[src/inc/spmc_regs.vh]
// Register addresses, field positions, reset values and rate codes of the serial controller
`ifndef SPMC_REGS_VH
`define SPMC_REGS_VH
`define SPMC_ADDR_CTRL 8'hc3
`define SPMC_ADDR_STAT 8'hc4
`define SPMC_ADDR_DATA 8'hc5
`define SPMC_CTRL_RESET 8'h14
`define SPMC_BIT_RATE_HI 7
`define SPMC_BIT_ON 6
`define SPMC_BIT_SS_OFF 5
`define SPMC_BIT_MASTER 4
`define SPMC_BIT_CLOCK_IDLE_POLARITY 3
`define SPMC_BIT_CLOCK_SAMPLE_PHASE 2
`define SPMC_BIT_DONE 7
`define SPMC_BIT_WRITE_COLLISION_FLAG 6
`define SPMC_BIT_MODE_FAULT_FLAG 4
`define SPMC_RATE_DIV1 3'h7
`define SPMC_BITS_PER_BYTE 4'h8
`define SPMC_FIFO_DEPTH 32
`define SPMC_FIFO_AW 5
`endif

[src/hw/spmc_core.v]
// Byte-wide serial master/slave controller with CPU register port
`timescale 1ns/1ps
`include "spmc_regs.vh"
// Notes on behaviour
// - Slave with phase 0 drives its MSB as soon as select falls.
// - Phase 0 slave: load data before select falls again.
// - Phase 1 slave: first clock edge starts a byte; select may stay low.
// - Master with select enabled sets mode fault when select driven low.
// - Mode fault clears interface enable and master select at once.
// - Mode fault clears after status read then control write.
// - Data write during transfer sets collision, is discarded, transfer continues.
// - Write collision never requests an interrupt.
// - Collision clears after status read then idle data write.
// - Transfer done and mode fault are ORed into one request.
// - Done flag set after eight bits; cleared by status then data access.
// - Interrupt reaches core only with own and global enables set.
// - Master select at control bit 4 makes the controller master.
// - Slave when master bit clear and a byte is loaded.
// - Rate bits: high at bit 7, low two at bits 1-0.
// - Bit 6 enables the interface; disabled clock output sits high.
// - Bit 5 disables select input; no effect in phase 0 slave.
// - Bit 2 selects sample edge: set samples on return to idle.
// - Control register resets to 0x14.
// - Bit 3 sets master clock idle level.
// - Rate codes 0-6 divide by 2..128; code 7 divides by 2, the same as code 0.
// - Master data write starts transfer, MSB first, receive shifts in.
module spmc_core (
    // Clock and reset
    input wire clk,
    input wire rst,
    // CPU register port
    input wire [7:0] reg_addr,
    input wire reg_wr,
    input wire reg_rd,
    input wire [7:0] reg_wdata,
    output reg [7:0] reg_rdata,
    // Interrupt enables and request
    input wire serial_irq_enable,
    input wire global_irq_enable,
    output reg irq,
    // Serial pins
    input wire sck_in,
    output reg sck_out,
    output reg sck_oe,
    input wire mosi_in,
    output reg mosi_out,
    output reg mosi_oe,
    input wire miso_in,
    output reg miso_out,
    output reg miso_oe,
    input wire ss_n_in,
    // Received byte stream
    output reg rx_valid,
    input wire rx_ready,
    output reg [7:0] rx_data
);
    localparam ST_IDLE = 2'h0;
    localparam ST_LEAD = 2'h1;
    localparam ST_TRAIL = 2'h2;

    // Rate code to half-period minus one; divide by 1 toggles each edge
    function [6:0] half_period;
        input [2:0] code;
        begin
            if (code == `SPMC_RATE_DIV1) begin
                half_period = 7'h00;
            end else begin
                half_period = (7'h01 << code) - 7'h01;
            end
        end
    endfunction

    function is_addr;
        input [7:0] a;
        input [7:0] b;
        begin
            is_addr = (a == b);
        end
    endfunction

    reg [7:0] serial_control_reg;
    reg [7:0] shift_reg;
    reg [7:0] serial_data_reg;
    reg transfer_done_flag;
    reg write_collision_flag;
    reg mode_fault_flag;
    reg stat_read_reg;
    reg loaded_reg;
    reg [1:0] state_reg;
    reg [3:0] bit_cnt_reg;
    reg [6:0] div_reg;
    reg sample_reg;
    reg [2:0] sck_sync_reg;
    reg [2:0] ss_sync_reg;
    reg [1:0] mosi_sync_reg;
    reg [1:0] miso_sync_reg;

    wire on = serial_control_reg[`SPMC_BIT_ON];
    wire master = serial_control_reg[`SPMC_BIT_MASTER];
    wire ss_off = serial_control_reg[`SPMC_BIT_SS_OFF];
    wire clock_idle_polarity = serial_control_reg[`SPMC_BIT_CLOCK_IDLE_POLARITY];
    wire clock_sample_phase = serial_control_reg[`SPMC_BIT_CLOCK_SAMPLE_PHASE];
    wire [2:0] rate = {serial_control_reg[`SPMC_BIT_RATE_HI], serial_control_reg[1:0]};
    wire ss_n = ss_sync_reg[1];
    wire sck_s = sck_sync_reg[1];
    wire sck_rise = sck_sync_reg[1] && !sck_sync_reg[2];
    wire sck_fall = !sck_sync_reg[1] && sck_sync_reg[2];
    wire ss_fall = !ss_sync_reg[1] && ss_sync_reg[2];
    wire busy = (state_reg != ST_IDLE);
    wire wr_ctrl = reg_wr && is_addr(reg_addr, `SPMC_ADDR_CTRL);
    wire wr_data = reg_wr && is_addr(reg_addr, `SPMC_ADDR_DATA);
    wire rd_stat = reg_rd && is_addr(reg_addr, `SPMC_ADDR_STAT);
    wire rd_data = reg_rd && is_addr(reg_addr, `SPMC_ADDR_DATA);
    // Select input honoured unless disabled; phase 0 slave always uses it
    wire ss_used = !ss_off || (!master && !clock_sample_phase);
    wire slave_sel = !ss_used || !ss_n;
    // Another master pulling select low while we master
    wire fault = on && master && !ss_off && !ss_n;
    // Slave edges in idle-relative terms: leading leaves idle
    wire s_lead = clock_idle_polarity ? sck_fall : sck_rise;
    wire s_trail = clock_idle_polarity ? sck_rise : sck_fall;
    wire s_sample = clock_sample_phase ? s_trail : s_lead;
    wire s_shift = clock_sample_phase ? s_lead : s_trail;
    wire m_tick = (div_reg == 7'h00);
    wire byte_end = (bit_cnt_reg == `SPMC_BITS_PER_BYTE);
    wire fifo_ready;
    wire fifo_out_valid;
    wire [7:0] fifo_out_data;
    reg done_d_reg;
    wire transfer_done_pulse = transfer_done_flag && !done_d_reg;

    always @(posedge clk) begin
        if (rst) begin
            sck_sync_reg <= 3'h7;
            ss_sync_reg <= 3'h7;
            mosi_sync_reg <= 2'h0;
            miso_sync_reg <= 2'h0;
        end else begin
            sck_sync_reg <= {sck_sync_reg[1:0], sck_in};
            ss_sync_reg <= {ss_sync_reg[1:0], ss_n_in};
            mosi_sync_reg <= {mosi_sync_reg[0], mosi_in};
            miso_sync_reg <= {miso_sync_reg[0], miso_in};
        end
    end

    always @(posedge clk) begin
        if (rst) begin
            // Reset to master, phase 1, disabled
            serial_control_reg <= `SPMC_CTRL_RESET;
            shift_reg <= 8'h00;
            serial_data_reg <= 8'h00;
            transfer_done_flag <= 1'b0;
            write_collision_flag <= 1'b0;
            mode_fault_flag <= 1'b0;
            stat_read_reg <= 1'b0;
            loaded_reg <= 1'b0;
            state_reg <= ST_IDLE;
            bit_cnt_reg <= 4'h0;
            div_reg <= 7'h00;
            sample_reg <= 1'b0;
            sck_out <= 1'b1;
            sck_oe <= 1'b0;
            mosi_out <= 1'b0;
            mosi_oe <= 1'b0;
            miso_out <= 1'b0;
            miso_oe <= 1'b0;
            irq <= 1'b0;
            reg_rdata <= 8'h00;
        end else begin
            if (rd_stat) begin
                stat_read_reg <= 1'b1;
            end else if (wr_ctrl || wr_data || rd_data) begin
                stat_read_reg <= 1'b0;
            end
            // Status read then control write clears fault
            if (wr_ctrl && stat_read_reg) begin
                mode_fault_flag <= 1'b0;
            end
            if (wr_ctrl) begin
                serial_control_reg <= reg_wdata;
            end
            if (fault) begin
                mode_fault_flag <= 1'b1;
                serial_control_reg[`SPMC_BIT_ON] <= 1'b0;
                serial_control_reg[`SPMC_BIT_MASTER] <= 1'b0;
            end
            // Done clears on status then data access
            if ((rd_data || wr_data) && stat_read_reg) begin
                transfer_done_flag <= 1'b0;
            end
            if (wr_data) begin
                if (busy) begin
                    write_collision_flag <= 1'b1;
                end else begin
                    // Idle write after status read clears collision
                    if (stat_read_reg) begin
                        write_collision_flag <= 1'b0;
                    end
                    shift_reg <= reg_wdata;
                    loaded_reg <= 1'b1;
                end
            end
            reg_rdata <= 8'h00;
            if (reg_rd) begin
                if (is_addr(reg_addr, `SPMC_ADDR_CTRL)) begin
                    reg_rdata <= serial_control_reg;
                end else if (is_addr(reg_addr, `SPMC_ADDR_STAT)) begin
                    reg_rdata <= {transfer_done_flag, write_collision_flag, 1'b0, mode_fault_flag, 4'h0};
                end else if (is_addr(reg_addr, `SPMC_ADDR_DATA)) begin
                    reg_rdata <= serial_data_reg;
                end
            end

            sck_oe <= on && master;
            mosi_oe <= on && master;
            miso_oe <= on && !master && slave_sel;
            if (!on || !master) begin
                sck_out <= on ? clock_idle_polarity : 1'b1;
            end

            if (!on) begin
                state_reg <= ST_IDLE;
                bit_cnt_reg <= 4'h0;
            end else if (master) begin
                case (state_reg)
                    ST_IDLE: begin
                        sck_out <= clock_idle_polarity;
                        // Idle data write starts a transfer
                        if (wr_data && fifo_ready) begin
                            state_reg <= ST_LEAD;
                            div_reg <= half_period(rate);
                            bit_cnt_reg <= 4'h0;
                            mosi_out <= reg_wdata[7];
                        end
                    end
                    ST_LEAD: begin
                        if (m_tick) begin
                            div_reg <= half_period(rate);
                            sck_out <= !clock_idle_polarity;
                            // Phase clear samples on leaving idle
                            if (!clock_sample_phase) begin
                                sample_reg <= miso_sync_reg[1];
                            end else begin
                                mosi_out <= shift_reg[7];
                            end
                            state_reg <= ST_TRAIL;
                        end else begin
                            div_reg <= div_reg - 7'h01;
                        end
                    end
                    ST_TRAIL: begin
                        if (m_tick) begin
                            div_reg <= half_period(rate);
                            sck_out <= clock_idle_polarity;
                            if (!clock_sample_phase) begin
                                shift_reg <= {shift_reg[6:0], sample_reg};
                                mosi_out <= shift_reg[6];
                            end else begin
                                shift_reg <= {shift_reg[6:0], miso_sync_reg[1]};
                            end
                            bit_cnt_reg <= bit_cnt_reg + 4'h1;
                            if (bit_cnt_reg == `SPMC_BITS_PER_BYTE - 4'h1) begin
                                state_reg <= ST_IDLE;
                                transfer_done_flag <= 1'b1;
                                loaded_reg <= 1'b0;
                                serial_data_reg <= clock_sample_phase ? {shift_reg[6:0], miso_sync_reg[1]}
                                                        : {shift_reg[6:0], sample_reg};
                            end else begin
                                state_reg <= ST_LEAD;
                            end
                        end else begin
                            div_reg <= div_reg - 7'h01;
                        end
                    end
                    default: state_reg <= ST_IDLE;
                endcase
            end else begin
                // Slave works only with a byte loaded
                if (!slave_sel || !loaded_reg) begin
                    // Phase 0 idles when deselected or unloaded; restart needs only an idle clock, select may stay low
                    if (!clock_sample_phase) begin
                        state_reg <= ST_IDLE;
                        bit_cnt_reg <= 4'h0;
                    end
                end else begin
                    // Phase 0: MSB out as soon as selected
                    if (!clock_sample_phase && state_reg == ST_IDLE) begin
                        miso_out <= shift_reg[7];
                        if (ss_fall || !sck_s == !clock_idle_polarity) begin
                            state_reg <= ST_LEAD;
                        end
                    end
                    // Phase 1: first edge starts the byte
                    if (clock_sample_phase && state_reg == ST_IDLE && s_lead) begin
                        state_reg <= ST_LEAD;
                        miso_out <= shift_reg[7];
                    end else if (busy || (!clock_sample_phase && ss_fall)) begin
                        if (s_sample) begin
                            sample_reg <= mosi_sync_reg[1];
                        end
                        if (s_shift && !(clock_sample_phase && state_reg == ST_IDLE)) begin
                            shift_reg <= {shift_reg[6:0], sample_reg};
                            miso_out <= shift_reg[6];
                            bit_cnt_reg <= bit_cnt_reg + 4'h1;
                        end
                    end
                    if (byte_end) begin
                        state_reg <= ST_IDLE;
                        bit_cnt_reg <= 4'h0;
                        transfer_done_flag <= 1'b1;
                        loaded_reg <= 1'b0;
                        serial_data_reg <= shift_reg;
                    end
                end
            end
            irq <= (transfer_done_flag || mode_fault_flag) && serial_irq_enable && global_irq_enable;
        end
    end

    // Received bytes queued for a downstream consumer; a full queue blocks new master starts
    spmc_fifo #(
        .WIDTH(8),
        .DEPTH(`SPMC_FIFO_DEPTH),
        .AW(`SPMC_FIFO_AW)
    ) u_rx_fifo (
        .clk(clk),
        .rst(rst),
        .in_valid(transfer_done_pulse),
        .in_ready(fifo_ready),
        .in_data(serial_data_reg),
        .out_valid(fifo_out_valid),
        .out_ready(rx_ready || !rx_valid),
        .out_data(fifo_out_data)
    );

    always @(posedge clk) begin
        if (rst) begin
            done_d_reg <= 1'b0;
            rx_valid <= 1'b0;
            rx_data <= 8'h00;
        end else begin
            done_d_reg <= transfer_done_flag;
            if (rx_ready || !rx_valid) begin
                rx_valid <= fifo_out_valid;
                rx_data <= fifo_out_data;
            end
        end
    end
endmodule

[src/hw/spmc_fifo.v]
// Synchronous FIFO with registered read data and valid/ready on both sides
`timescale 1ns/1ps
`include "spmc_regs.vh"
module spmc_fifo #(
    parameter WIDTH = 8,
    parameter DEPTH = `SPMC_FIFO_DEPTH,
    parameter AW = `SPMC_FIFO_AW
) (
    // Clock and reset
    input wire clk,
    input wire rst,
    // Fill side
    input wire in_valid,
    output wire in_ready,
    input wire [WIDTH-1:0] in_data,
    // Drain side
    output reg out_valid,
    input wire out_ready,
    output reg [WIDTH-1:0] out_data
);
    reg [WIDTH-1:0] mem [0:DEPTH-1];
    reg [AW:0] wr_ptr_reg;
    reg [AW:0] rd_ptr_reg;
    wire [AW:0] count = wr_ptr_reg - rd_ptr_reg;
    wire full = (count == DEPTH);
    wire empty = (count == {(AW+1){1'b0}});
    // Output stage refills when empty or being consumed
    wire load = !empty && (!out_valid || out_ready);
    assign in_ready = !full;

    always @(posedge clk) begin
        if (in_valid && !full) begin
            mem[wr_ptr_reg[AW-1:0]] <= in_data;
        end
        if (rst) begin
            wr_ptr_reg <= {(AW+1){1'b0}};
            rd_ptr_reg <= {(AW+1){1'b0}};
            out_valid <= 1'b0;
            out_data <= {WIDTH{1'b0}};
        end else begin
            if (in_valid && !full) begin
                wr_ptr_reg <= wr_ptr_reg + 1'b1;
            end
            if (load) begin
                out_data <= mem[rd_ptr_reg[AW-1:0]];
                rd_ptr_reg <= rd_ptr_reg + 1'b1;
                out_valid <= 1'b1;
            end else if (out_ready) begin
                out_valid <= 1'b0;
            end
        end
    end
endmodule

[config.mk]
export PLATFORM = sky130hd
export DESIGN_NAME = spmc_core
export DESIGN_NICKNAME = d
export VERILOG_FILES = /design/src/hw/spmc_core.v /design/src/hw/spmc_fifo.v
export VERILOG_INCLUDE_DIRS = /design/src /design/src/inc
export SDC_FILE = /design/constraint.sdc
export NUM_CORES = 1
export LEC_CHECK = 0
export BUFFER_PORTS_ARGS = -buffer_cell sky130_fd_sc_hd__buf_2
export CELL_PAD_IN_SITES_DETAIL_PLACEMENT = 1
export CELL_PAD_IN_SITES_GLOBAL_PLACEMENT = 1
export CORE_MARGIN = 4
export CORE_UTILIZATION = 30
export DETAILED_ROUTE_END_ITERATION = 10
export PLACE_DENSITY = 0.54
export SYNTH_ARGS = -nofsm -noshare
export SYNTH_HDL_FRONTEND = slang
export SYNTH_SLANG_ARGS = --single-unit
[constraint.sdc]
create_clock -name clk -period 2.9 [get_ports clk]
set_input_delay 0.58 -clock clk [delete_from_list [all_inputs] [get_ports clk]]
set_output_delay 0.58 -clock clk [all_outputs]
set_load 0.005 [all_outputs]
# Word level (Yosys, flattened, before mapping)
# Memories as Yosys holds them, arrays and structs flattened. A register that Yosys moved wholly into a read port is not among the register bits.
# Index checks and enable logic that the tools add are counted.
[word_totals]
mem_count = 1
mem_bits_rw = 256
inputBits = 27
register_bits = 90
wordCells = 260
out_inout_bits = 24
[op_classes]
n_addsub = 6
mux = 104
bitwise = 4
eq_ne = 28
shifts = 1
n_reduce_logical = 85
[mem_list]
columns = ["name", "depth", "width", "read_ports", "rd_ports_with_merged_regs", "write_ports", "line_no", "rtl"]
rows = [
  ["u_rx_fifo.mem", 32, 8, 1, 1, 1, "spmc_fifo.v:21", "reg [WIDTH-1:0] mem [0:DEPTH-1];"],
]
[ops]
columns = ["operator", "count"]
rows = [
  ["$mux W8", 19],
  ["$mux W1", 57],
  ["$mux W4", 9],
  ["$logic_and A1 B1 Y1", 26],
  ["$eq A8 B8 Y1 const B", 3],
  ["$mux W7", 3],
  ["$mux W2", 10],
  ["$reduce_bool A2 Y1", 10],
  ["$logic_not A1 Y1", 17],
  ["$ne A2 B2 Y1 const B", 8],
  ["$reduce_and A8 Y1", 2],
  ["$pmux W7 S2", 1],
  ["$sub A7 B1 Y7 const B", 2],
  ["$add A6 B1 Y6 const B", 2],
  ["$logic_or A1 B1 Y1", 12],
  ["$ne A3 B3 Y1 const B", 4],
  ["$reduce_and A6 Y1", 2],
  ["$reduce_bool A5 Y1", 2],
  ["$ne A2 B1 Y1 const B", 4],
  ["$pmux W4 S2", 1],
  ["$reduce_bool A4 Y1", 2],
  ["$reduce_or A2 Y1", 4],
  ["$logic_not A7 Y1", 1],
  ["$reduce_and A7 Y1", 1],
  ["other kinds (22)", 26],
]

# Logic depth before layout (Yosys ltp)
# Gate-level depths: netlist of the first run.
[depth]
word_depth = 11
depth_mapped = 12
mapped_depth_nobuf = 9

# Cells and area by module
# Synthesis of the first run repeated with hierarchy kept, for this count alone.
[unflattened]
hier_cells = 1093
hier_area_um2 = 15142.0
[by_module_without_submodules]
columns = ["mod", "area_per_inst_um2", "seq_area_each_um2", "cells_per_inst", "n_inst"]
rows = [
  ["spmc_fifo", 11194.5, 8107.8, 625, 1],
  ["spmc_core", 3947.5, 1541.5, 468, 1],
]

# Worst setup path after synthesis of the first run
# OpenSTA, ideal clock, no wires.
[synth_path]
kind = "reg2reg"
start = "register u_rx_fifo.rd_ptr_reg[3]"
end = "memory u_rx_fifo.mem[29][0], enable pin"
stages_incl_launch_ff = 11
slack_ps = -224
synth_period_minus_slack_ps = 3124
path_buffers = 2
t_arrival_ps = 2754
setup_ps = 370
required_ps = 2530
cell_sequence = "dfxtp_1 clkbuf_1 clkinv_1 ha_1 o221ai_1 a22o_1 o221ai_1 and2_0 clkbuf_1 nand2_1 nor2_1"
[synth_between]
elab_chain_cells = 6
[synth_lines]
columns = ["item", "line_no", "rtl"]
rows = [
  ["from (decl)", "spmc_fifo.v:23", "reg [AW:0] rd_ptr_reg;"],
  ["from (signal assigned)", "spmc_fifo.v:37", "rd_ptr_reg <= {(AW+1){1'b0}};"],
  ["from (signal assigned)", "spmc_fifo.v:46", "rd_ptr_reg <= rd_ptr_reg + 1'b1;"],
  ["$sub A6 B6 Y6", "spmc_fifo.v:24", "wire [AW:0] count = wr_ptr_reg - rd_ptr_reg;"],
  ["$eq A6 B6 Y1", "spmc_fifo.v:25", "wire full = (count == DEPTH);"],
  ["$logic_not A1 Y1", "spmc_fifo.v:32", "if (in_valid && !full) begin"],
  ["$logic_and A1 B1 Y1", "spmc_fifo.v:32", ""],
  ["$mux W1", "spmc_fifo.v:32", ""],
  ["$mux W1 (not written as such)", "spmc_fifo.v:33", "mem[wr_ptr_reg[AW-1:0]] <= in_data;"],
  ["to (decl)", "spmc_fifo.v:21", ""],
]
# No other way between the ends.

# Worst setup path after layout of the first run
[layout_path]
start = "register u_rx_fifo.rd_ptr_reg[1]"
end = "memory u_rx_fifo.mem[15][4], enable pin"
# Same word-level chain as after synthesis.

==> impl_metrics.py, run 1 <==
metrics = {
    "run_status": {
        "status": "finished clean",
    },
    "sta": {
        "hold_slack_ns": 0.208,
        "max_freq_ghz": 0.357,
        "finalSetupViolations": 0,
        "rsz0062_at_grt": "true",
        "slew_viol_final": 0,
        "hold_viol_final": 0,
        "fin_crit_ns": 2.80,
        "relSlewSlack": 0.365,
        "skew_ns": 0.0163,
        "min_period_over_period": 0.965,
        "fin_ws_ns": 0.102,
        "tightest_slew_ns": 0.949,
    },
    "detailed_routing": {
        "final_antenna_net_count": 0,
        "wl_um": 43000,
        "drc_errors": 0,
        "wl_per_cell_um": 22.4,
        "vias_per_cell": 5.02,
        "num_vias": 9621,
        "dr.first_iter.drc_count": 616,
        "drtPass1Iterations": 5,
    },
    "placement": {
        "dpl.hpwl_um": 28100,
        "io_buffer_count": 50,
        "gp_congestion": 0.791,
        "place_ws_ns": -0.123,
    },
    "logic_synthesis": {
        "synth_top_area_frac": 0.516,
        "yosysUniqueCellTypes": 71,
        "synth_area_leader_cell": "edfxtp_1",
        "synth_common_cells": "edfxtp_1 (256), dfxtp_1 (98), nor2_1 (96), mux2i_1 (86), nand2_1 (77)",
        "synth-seq-cells": 354,
        "ys_warn_count": 0,
        "synthArstFlopShare": 0,
        "synth_area_leaders": "edfxtp_1 (52%), dfxtp_1 (13%), mux2i_1 (5.8%)",
        "syn_inst": 1108,
        "syn_area_sq_um": 14900,
        "avgSynthCellArea_sq_um": 13.5,
        "syn_nets": 1155,
        "yosysMostFrequentCell": "edfxtp_1",
        "synthFlopType": "edfxtp_1",
        "synth_edf_count": 256,
        "yosysSeqAreaShare": 0.647,
    },
    "floorplan": {
        "die_area_sq_um": 53300,
        "core.rowCount": 81,
        "die_y_um": 231,
        "io_pins": 51,
        "die-width_um": 231,
        "start_util": 0.304,
        "core_sq_um": 49100,
    },
    "clock_network": {
        "clkLatencyLatePin_ns": 0.57,
        "cts_sinks": 354,
        "cts_buffer_depth": 3,
        "clk_pin_slew_ns": 0.06,
        "cts_root_buf": "clkbuf_16",
        "numCtsBuffers": 40,
        "htreeDepth": 2,
        "cts_tree": "yes",
        "post_cts.repair.setup_buffers": 0,
    },
    "worst_setup_path": {
        "cpPeakStageDelay_ns": 0.33,
        "critPathSlowestCell": "dfxtp_1",
        "start_kind": "flip-flop",
        "crit_type": "flip-flop to flip-flop",
        "required_ns": 3.17,
        "worst_setup_path_end_kind": "flip-flop",
        "crit_buf_inv": 5,
        "cp.arrival_ns": 3.07,
        "path_delay_family": "simple AND/OR/NAND/NOR gates",
        "worstPathCellList": "inv_1 -> ha_1 -> nor2b_1 -> o22ai_1 -> buf_4 -> and2_1 -> o221ai_2 -> nand3_2 -> buf_12 -> or2_2 -> inv_1 -> buf_4",
        "cp_max_fo": 10,
    },
    "pwr": {
        "pwr-share-clk": 0.396,
        "sequentialPowerShare": 0.426,
        "powerDensity_nw_per_um2": 719,
        "peakVddDrop_mv": 0.346,
        "p_int_uw": 9550,
        "netSwitchingFraction": 0.262,
        "power.total_uw": 13000,
        "pwr-share-comb": 0.178,
        "p_leak_uw": 0.00621,
        "p_sw_uw": 3400,
    },
    "cells_and_area": {
        "regArea_sq_um": 9650,
        "area_delta_synth_final_pct": 20.9,
        "multi_input_area_sq_um": 5200,
        "drive_gt1_frac": 0.236,
        "n_antenna_cell": 0,
        "nNetsFinal": 1269,
        "largest_reg_flops": 256,
        "fill_cells": 5233,
    },
    "global_routing": {
        "grt_max_degree": 65,
        "grt_pass1_wl_um": 65500,
        "grt.total_usage": 0.162,
        "overflow": 0,
        "grt_antenna_before_repair": 0,
        "grt_pass1_vias": 10300,
    },
    "min_path": {
        "holdCritPathClass": "input pin to flip-flop",
    },
    "job": {
        "maxCapViolations": 0,
    },
}
[per-stage QoR]
step / cells / utilization / cell area [sq um] / setup TNS [ns]
6_report: 1915 / 0.368 / 18000 / 0
4_1_cts: 1915 / 0.367 / 18000 / 0
5_1_grt: 1915 / 0.368 / 18000 / -3.13
3_5_place_dp: 1844 / 0.340 / 16700 / -9.09
3_3_place_gp: 1844 / 0.340 / 16700 / -2.42
2_1_floorplan: 1108 / - / 15100 / 0
[placed cells by master, fill, tap and decap left out, types with 25 or more instances in the layout]
master / count
nor3_1: 32
nand2_1: 74
buf_4: 79
mux2i_1: 86
buf_2: 50
a21oi_1: 42
nor2_1: 63
dfxtp_1: 97
o21ai_0: 25
clkbuf_16: 41
edfxtp_1: 256
mux4_2: 32
[layout make-up]
class / count / share of cell area
sequential: 354 / 0.535
multi-input combinational: 672 / 0.289
clock buffer: 48 / 0.0589
timing repair buffer: 135 / 0.0530
tap: 664 / 0.0461
clock inverter: 23 / 0.0140
inverter: 19 / 0.00396
[worst paths after layout]
path                                start                   end  slack [ns]  cells past startpoint
setup / recovery  u_rx_fifo.rd_ptr_reg[1]  u_rx_fifo.mem[15][4]        0.10                     12
hold / removal                     sck_in       sck_sync_reg[0]        0.21                      2
hold reg to reg           sck_sync_reg[0]       sck_sync_reg[1]        0.42                      1
setup reg to reg  u_rx_fifo.rd_ptr_reg[1]  u_rx_fifo.mem[15][4]        0.10                     12
[kinds of logic (layout without fill, tap and decap cells)]
group,Yosys count,in the layout,synth area share
buf+inv,82,225,0.0222
xor+xnor,9,9,0.00529
flops,354,354,0.647
simple gates,324,324,0.107
compound gates,200,200,0.0949
fa+ha+maj,20,20,0.0168
mux,119,119,0.107
[metal layers]
metal  vias up  track usage  share of wire  routed length (um)
met5         -            0              0                   0
met4         0       0.0453          0.022                 929
met3        55       0.0239          0.035                1500
met2       177        0.268           0.48               20800
met1      4917        0.222           0.46               19700
li1       4472            -              -                   -
[power groups by stage]
stage | clock (uW) | combinational (uW) | sequential, uW
2_1_floorplan | 0 | 1450 | 5610
6_report | 5130 | 2310 | 5520
4_1_cts | 5260 | 2330 | 5520
3_5_place_dp | 0 | 2320 | 5630
3_3_place_gp | 0 | 2310 | 5620
5_1_grt | 5480 | 2490 | 5530
[repair_timing]
item,4_1_cts,5_1_grt
hold buffers,0,0
gates resized for setup,5,10
pin swaps,0,7
endpoints found under the setup margin,202,223
Power figures use the tool's default switching activity.
==> run 2, diff against run 1 <==
==> constraint.sdc (replaced) <==
create_clock -name clk -period 2.9 [get_ports clk]
set_input_delay 0.29 -clock clk [delete_from_list [all_inputs] [get_ports clk]]
set_output_delay 0.29 -clock clk [all_outputs]
set_load 0.005 [all_outputs]
==> run 2 against run 1 <==
Clock power decreased by 3%. Via count grew 1.1%. Clock skew grew 0.0030 ns. Cell count up 0.26%. Non-clock buffer count up 7. Combinational power about the same. Critical path type unchanged. Largest cell class unchanged.
==> impl_metrics.py, run 2 (same netlist as run 1, synthesis figures left out) <==
metrics = {
    "run_status": {
        "status": "finished clean",
    },
    "global_routing": {
        "grtUsageMet3": 0.0315,
        "grt.busiest_layer": "met2",
        "grt_use_met2": 0.268,
        "grtUsageMet1": 0.218,
        "grt_pass1_vias": 10200,
        "grt_antenna_before_repair": 0,
        "overflow": 0,
        "grt_pass1_wl_um": 65000,
        "grt.total_usage": 0.161,
        "grt_max_degree": 58,
    },
    "cells_and_area": {
        "area_delta_synth_final_pct": 21.3,
        "largest_reg_flops": 256,
        "mostFrequentLayoutCell": "edfxtp_1",
        "n_antenna_cell": 0,
        "nNetsFinal": 1276,
        "mostFrequentLayoutCells": "edfxtp_1 (256), dfxtp_1 (97), mux2i_1 (86), buf_4 (76), nand2_1 (74)",
        "drive_gt1_frac": 0.230,
        "finalNonFillerCells": 1920,
        "stdcell_area_sq_um": 18100,
        "fill_cells": 5191,
    },
    "detailed_routing": {
        "dr.first_iter.drc_count": 659,
        "drtPass1Iterations": 4,
        "num_vias": 9723,
        "wl_per_cell_um": 22.6,
        "wl_um": 43300,
        "drc_errors": 0,
        "vias_per_cell": 5.06,
        "final_antenna_net_count": 0,
    },
    "sta": {
        "min_period_over_period": 0.933,
        "hold_viol_final": 0,
        "fin_crit_ns": 2.71,
        "tns_ns": 0,
        "max_freq_ghz": 0.370,
        "finalSetupViolations": 0,
        "skew_ns": 0.0192,
        "rsz0062_at_grt": "false",
        "slew_viol_final": 0,
        "relSlewSlack": 0.405,
        "tightest_slew_ns": 0.889,
    },
    "worst_setup_path": {
        "crit_type": "flip-flop to flip-flop",
        "crit_top_cell": "buf_4",
        "worstPathCellList": "inv_1 -> ha_1 -> or2_2 -> o22ai_2 -> mux2i_1 -> buf_4 -> o21ai_0 -> o21ai_1 -> buf_6 -> buf_4 -> xor2_1 -> nor2_1",
        "start_kind": "flip-flop",
        "cp_max_fo": 18,
        "worst_setup_path_end_kind": "flip-flop",
        "cp.arrival_ns": 3.14,
        "cpPeakStageDelay_ns": 0.36,
        "required_ns": 3.33,
        "critPathSlowestCell": "mux2i_1",
    },
    "clock_network": {
        "post_cts.repair.setup_buffers": 0,
        "cts_tree": "yes",
        "cts_root_buf": "clkbuf_16",
        "cts_sinks": 354,
        "numCtsBuffers": 40,
        "clk_pin_slew_ns": 0.06,
        "clkLatencyLatePin_ns": 0.57,
        "htreeDepth": 2,
        "cts_buffer_depth": 3,
    },
    "placement": {
        "dp.cells": 1841,
        "gp_congestion": 0.765,
        "dpl.hpwl_um": 28800,
        "io_buffer_count": 50,
        "placed_area_sq_um": 16600,
    },
    "min_path": {
        "holdCritPathClass": "input pin to flip-flop",
    },
    "floorplan": {
        "io_pins": 51,
        "die_y_um": 231,
        "core.rowCount": 81,
        "die_area_sq_um": 53300,
        "core_sq_um": 49100,
        "die-width_um": 231,
        "start_util": 0.304,
    },
    "pwr": {
        "peakVddDrop_mv": 0.288,
        "p_leak_uw": 0.00620,
        "powerDensity_nw_per_um2": 708,
    },
    "job": {
        "maxCapViolations": 0,
    },
}
==> run 2: worst paths after layout <==
path	from	to	slack, ns	depth (start not counted)
setup / recovery	u_rx_fifo.rd_ptr_reg[1]	u_rx_fifo.rd_ptr_reg[0]	0.19	12
hold / removal	reg_wdata[1]	serial_control_reg[1]	0.03	3
setup reg to reg	u_rx_fifo.rd_ptr_reg[1]	u_rx_fifo.rd_ptr_reg[0]	0.19	12
hold reg to reg	sck_sync_reg[0]	sck_sync_reg[1]	0.42	1
==> run 2: layout make-up <==
class	instances	area (sq um)	area share
Sequential cell	354	9650	0.534
Multi-Input combinational cell	672	5230	0.289
Clock buffer	57	1130	0.0622
Timing Repair Buffer	142	1030	0.0571
Tap cell	664	831	0.0459
Clock inverter	12	143	0.00788
Inverter	19	75.1	0.00415
==> run 2: routing by layer <==
layer  up-vias  part of all wire  wire, um
li1       4486                 -         -
met3        57             0.040      1750
met4         0             0.022       935
met5         -                 0         0
met1      5002              0.45     19700
met2       178              0.48     20900
==> run 2: what timing repair did <==
item                                    CTS  global route
hold endpoints to repair                 12             0
endpoints found under the setup margin  256           267
hold buffers                             10             0
pin swaps                                 0             7
gates resized for setup                  10            11
==> run 2: metrics by stage <==
step / setup WS [ns] / total power [uW] / hold WS (ns) / utilization
after floorplan: 0.0537 / 7060 / 0.389 / -
after global placement: -0.0463 / 7910 / 0.399 / 0.339
after detailed placement: -0.194 / 7930 / 0.404 / 0.339
after CTS: 0.0292 / 12900 / 0.00489 / 0.368
after global routing: 0.00776 / 13300 / 0.0200 / 0.369
final: 0.194 / 12800 / 0.0297 / 0.369
==> run 2: power breakdown <==
group / switching (uW) / internal, uW / total, uW
registers: 55.4 / 5460 / 5520
logic: 1220 / 1100 / 2320
clock network: 2080 / 2900 / 4970
==> run 2: critical path: cells and delay by family (launching register included) <==
| family | cells | cell delay [ns] |
|---|---|---|
| flip-flops | 1 | 0.34 |
| AND/OR/NAND/NOR | 2 | 0.40 |
| adder cells (fa/ha/maj) | 1 | 0.20 |
| buffers and inverters | 4 | 0.64 |
| XOR/XNOR | 1 | 0.19 |
| multiplexers | 1 | 0.36 |
| AO/OA/AOI/OAI | 3 | 0.45 |
==> run 3, diff against run 2 <==
--- a/config.mk
+++ b/config.mk
@@ -12,7 +12,7 @@
 export CORE_MARGIN = 4
 export CORE_UTILIZATION = 30
 export DETAILED_ROUTE_END_ITERATION = 10
-export PLACE_DENSITY = 0.54
+export PLACE_DENSITY = 0.52
 export SYNTH_ARGS = -nofsm -noshare
 export SYNTH_HDL_FRONTEND = slang
 export SYNTH_SLANG_ARGS = --single-unit
==> constraint.sdc (replaced) <==
create_clock -name clk -period 3.2 [get_ports clk]
set_input_delay 0.32 -clock clk [delete_from_list [all_inputs] [get_ports clk]]
set_output_delay 0.32 -clock clk [all_outputs]
set_load 0.005 [all_outputs]
==> run 3 against run 2 <==
Fmax fell by 8.7%. First-iteration DRC count rose by 2.9%. Utilization fell by 0.50 points. Critical path depth fell by 1. Register-to-register slack improved by 0.04 ns. Setup slack improved by 0.043 ns. Clock skew rose by 0.0063 ns. Non-clock buffer count fell by 6. Final area fell by 1.4%. Global-route usage barely moved. Power fell by 8.5%. Highest routed layer unchanged.
==> impl_metrics.py, run 3 (same netlist as run 1, synthesis figures left out) <==
metrics = {
    "run_status": {
        "status": "finished clean",
    },
    "floorplan": {
        "die-width_um": 231,
        "die_area_sq_um": 53300,
        "io_pins": 51,
        "core.rowCount": 81,
        "die_y_um": 231,
        "start_util": 0.304,
        "core_sq_um": 49100,
    },
    "detailed_routing": {
        "dr.first_iter.drc_count": 678,
        "drc_errors": 0,
        "wl_per_cell_um": 22.5,
        "final_antenna_net_count": 0,
        "wl_um": 43300,
        "num_vias": 9627,
        "drtPass1Iterations": 5,
        "vias_per_cell": 5.01,
    },
    "placement": {
        "io_buffer_count": 50,
        "gp_congestion": 0.826,
        "dpl.hpwl_um": 28900,
    },
    "pwr": {
        "sequentialPowerShare": 0.427,
        "p_leak_uw": 0.00623,
        "peakVddDrop_mv": 0.338,
        "pwr-share-comb": 0.160,
        "powerDensity_nw_per_um2": 657,
        "netSwitchingFraction": 0.259,
        "p_int_uw": 8680,
        "pwr-share-clk": 0.413,
        "p_sw_uw": 3040,
    },
    "job": {
        "maxCapViolations": 0,
    },
    "sta": {
        "fin_crit_ns": 2.96,
        "tightest_slew_ns": 0.930,
        "min_period_over_period": 0.926,
        "finalSetupViolations": 0,
        "slew_viol_final": 0,
        "skew_ns": 0.0255,
        "tns_ns": 0,
        "rsz0062_at_grt": "false",
        "relSlewSlack": 0.378,
        "max_freq_ghz": 0.337,
        "hold_viol_final": 0,
    },
    "global_routing": {
        "grt_pass1_vias": 10100,
        "grt_max_degree": 56,
        "grt_antenna_before_repair": 0,
        "grt_pass1_wl_um": 65300,
        "grt.total_usage": 0.162,
        "overflow": 0,
    },
    "cells_and_area": {
        "area_delta_synth_final_pct": 19.7,
        "mostFrequentLayoutCells": "edfxtp_1 (256), dfxtp_1 (97), nor2_1 (94), mux2i_1 (86), buf_4 (79)",
        "drive_gt1_frac": 0.206,
        "fin_util": 0.364,
        "mostFrequentLayoutCell": "edfxtp_1",
        "nNetsFinal": 1271,
        "largest_reg_flops": 256,
        "n_antenna_cell": 0,
    },
    "min_path": {
        "hold_path_depth": 3,
        "hold_end": "serial_control_reg[5]",
        "hold_path_startpoint": "reg_wdata[5]",
        "holdCritPathClass": "input pin to flip-flop",
    },
    "worst_setup_path": {
        "r2r_end": "u_rx_fifo.mem[22][5]",
        "crit_top_cell": "buf_4",
        "crit_type": "flip-flop to flip-flop",
        "start_kind": "flip-flop",
        "cp.arrival_ns": 3.23,
        "reg2reg_from": "u_rx_fifo.rd_ptr_reg[2]",
        "reg2reg_setup_slack_ns": 0.24,
        "cpPeakStageDelay_ns": 0.33,
        "ff2ff_path_depth": 11,
        "required_ns": 3.47,
        "cp_max_fo": 8,
        "critPathSlowestCell": "dfxtp_1",
        "worstPathCellList": "inv_1 -> ha_1 -> or2_2 -> o22ai_1 -> mux2i_1 -> o221ai_2 -> and2_0 -> nand2_1 -> buf_4 -> nor2_1 -> buf_4",
        "worst_setup_path_end_kind": "flip-flop",
    },
    "clock_network": {
        "cts_root_buf": "clkbuf_16",
        "htreeDepth": 2,
        "clkLatencyLatePin_ns": 0.57,
        "cts_tree": "yes",
        "cts_buffer_depth": 3,
        "post_cts.repair.setup_buffers": 0,
        "numCtsBuffers": 41,
        "cts_sinks": 354,
        "clk_pin_slew_ns": 0.06,
    },
}
-- run 3: cell count changes in the layout (fill, tap and decap cells not counted), moves of 3 or more --
cell | previous run | this run
buf_12 | 5 | 1
buf_4 | 76 | 79
clkbuf_1 | 12 | 5
clkbuf_8 | 4 | 12
clkinv_2 | 3 | 6
dlygate4sd3_1 | 10 | 6
nand2_1 | 74 | 77
nand2_4 | 3 | 0
nor2_1 | 63 | 94
nor2_4 | 29 | 0
-- run 3: worst max-delay path by stage --
stage	start	endpoint	slack (ns)	cells past startpoint
final	u_rx_fifo.rd_ptr_reg[2]	u_rx_fifo.mem[22][5]	0.24	11
after global routing	u_rx_fifo.rd_ptr_reg[2]	u_rx_fifo.mem[2][6]	0.03	11
after CTS	u_rx_fifo.rd_ptr_reg[2]	u_rx_fifo.mem[22][5]	0.13	11
after detailed placement	u_rx_fifo.rd_ptr_reg[2]	u_rx_fifo.mem[22][7]	0.17	11
after global placement	u_rx_fifo.rd_ptr_reg[2]	u_rx_fifo.mem[22][7]	0.25	11
after floorplan	u_rx_fifo.rd_ptr_reg[3]	u_rx_fifo.mem[29][0]	0.08	10
-- run 3: critical path, delay by kind of cell, from the launching register on --
kind / cells / cell delay [ns]
AND/OR/NAND/NOR: 4 / 0.93
AO/OA/AOI/OAI: 2 / 0.53
buffers and inverters: 3 / 0.46
flip-flops: 1 / 0.33
adder cells (fa/ha/maj): 1 / 0.23
multiplexers: 1 / 0.18
-- run 3: final cells by class --
type | instances | area, sq um
inverters | 19 | 71.3
flip-flops and latches | 354 | 9650
well taps | 664 | 831
clock buffers | 60 | 1260
repair buffers | 136 | 923
multi-input cells | 672 | 4950
clock inverters | 16 | 159
fillers | 5220 | 31200
-- run 3: stage by stage --
stage / power (uW) / setup WS [ns] / cell area, sq um / hold WS (ns) / instances
floorplan: 6390 / 0.0758 / 14900 / 0.389 / 1108
global placement: 6990 / 0.253 / 16400 / 0.394 / 1839
detailed placement: 7000 / 0.165 / 16400 / 0.400 / 1839
CTS: 11900 / 0.130 / 17800 / 0.000800 / 1921
global route: 12200 / 0.0307 / 17800 / 0.0250 / 1921
finish: 11700 / 0.236 / 17800 / 0.0304 / 1921
-- run 3: routing by layer --
| layer | vias up | wire length [um] | global-route usage |
|---|---|---|---|
| met4 | 0 | 893 | 0.0382 |
| met1 | 4914 | 20000 | 0.223 |
| li1 | 4467 | - | - |
| met3 | 58 | 1840 | 0.0312 |
| met2 | 188 | 20500 | 0.266 |
| met5 | - | 0 | 0 |
-- run 3: repair_timing --
action | in CTS | in global routing
hold endpoints to repair | 5 | 0
resized for setup | 0 | 1
setup endpoints to repair | 0 | 64
hold buffers | 6 | 0
-- run 3: power groups by stage --
| stage | clock (uW) | sequential [uW] | combinational (uW) |
|---|---|---|---|
| finish | 4840 | 5000 | 1880 |
| global route | 5190 | 5010 | 2030 |
| CTS | 4990 | 5010 | 1900 |
| detailed placement | 0 | 5100 | 1890 |
| global placement | 0 | 5100 | 1890 |
| floorplan | 0 | 5080 | 1300 |
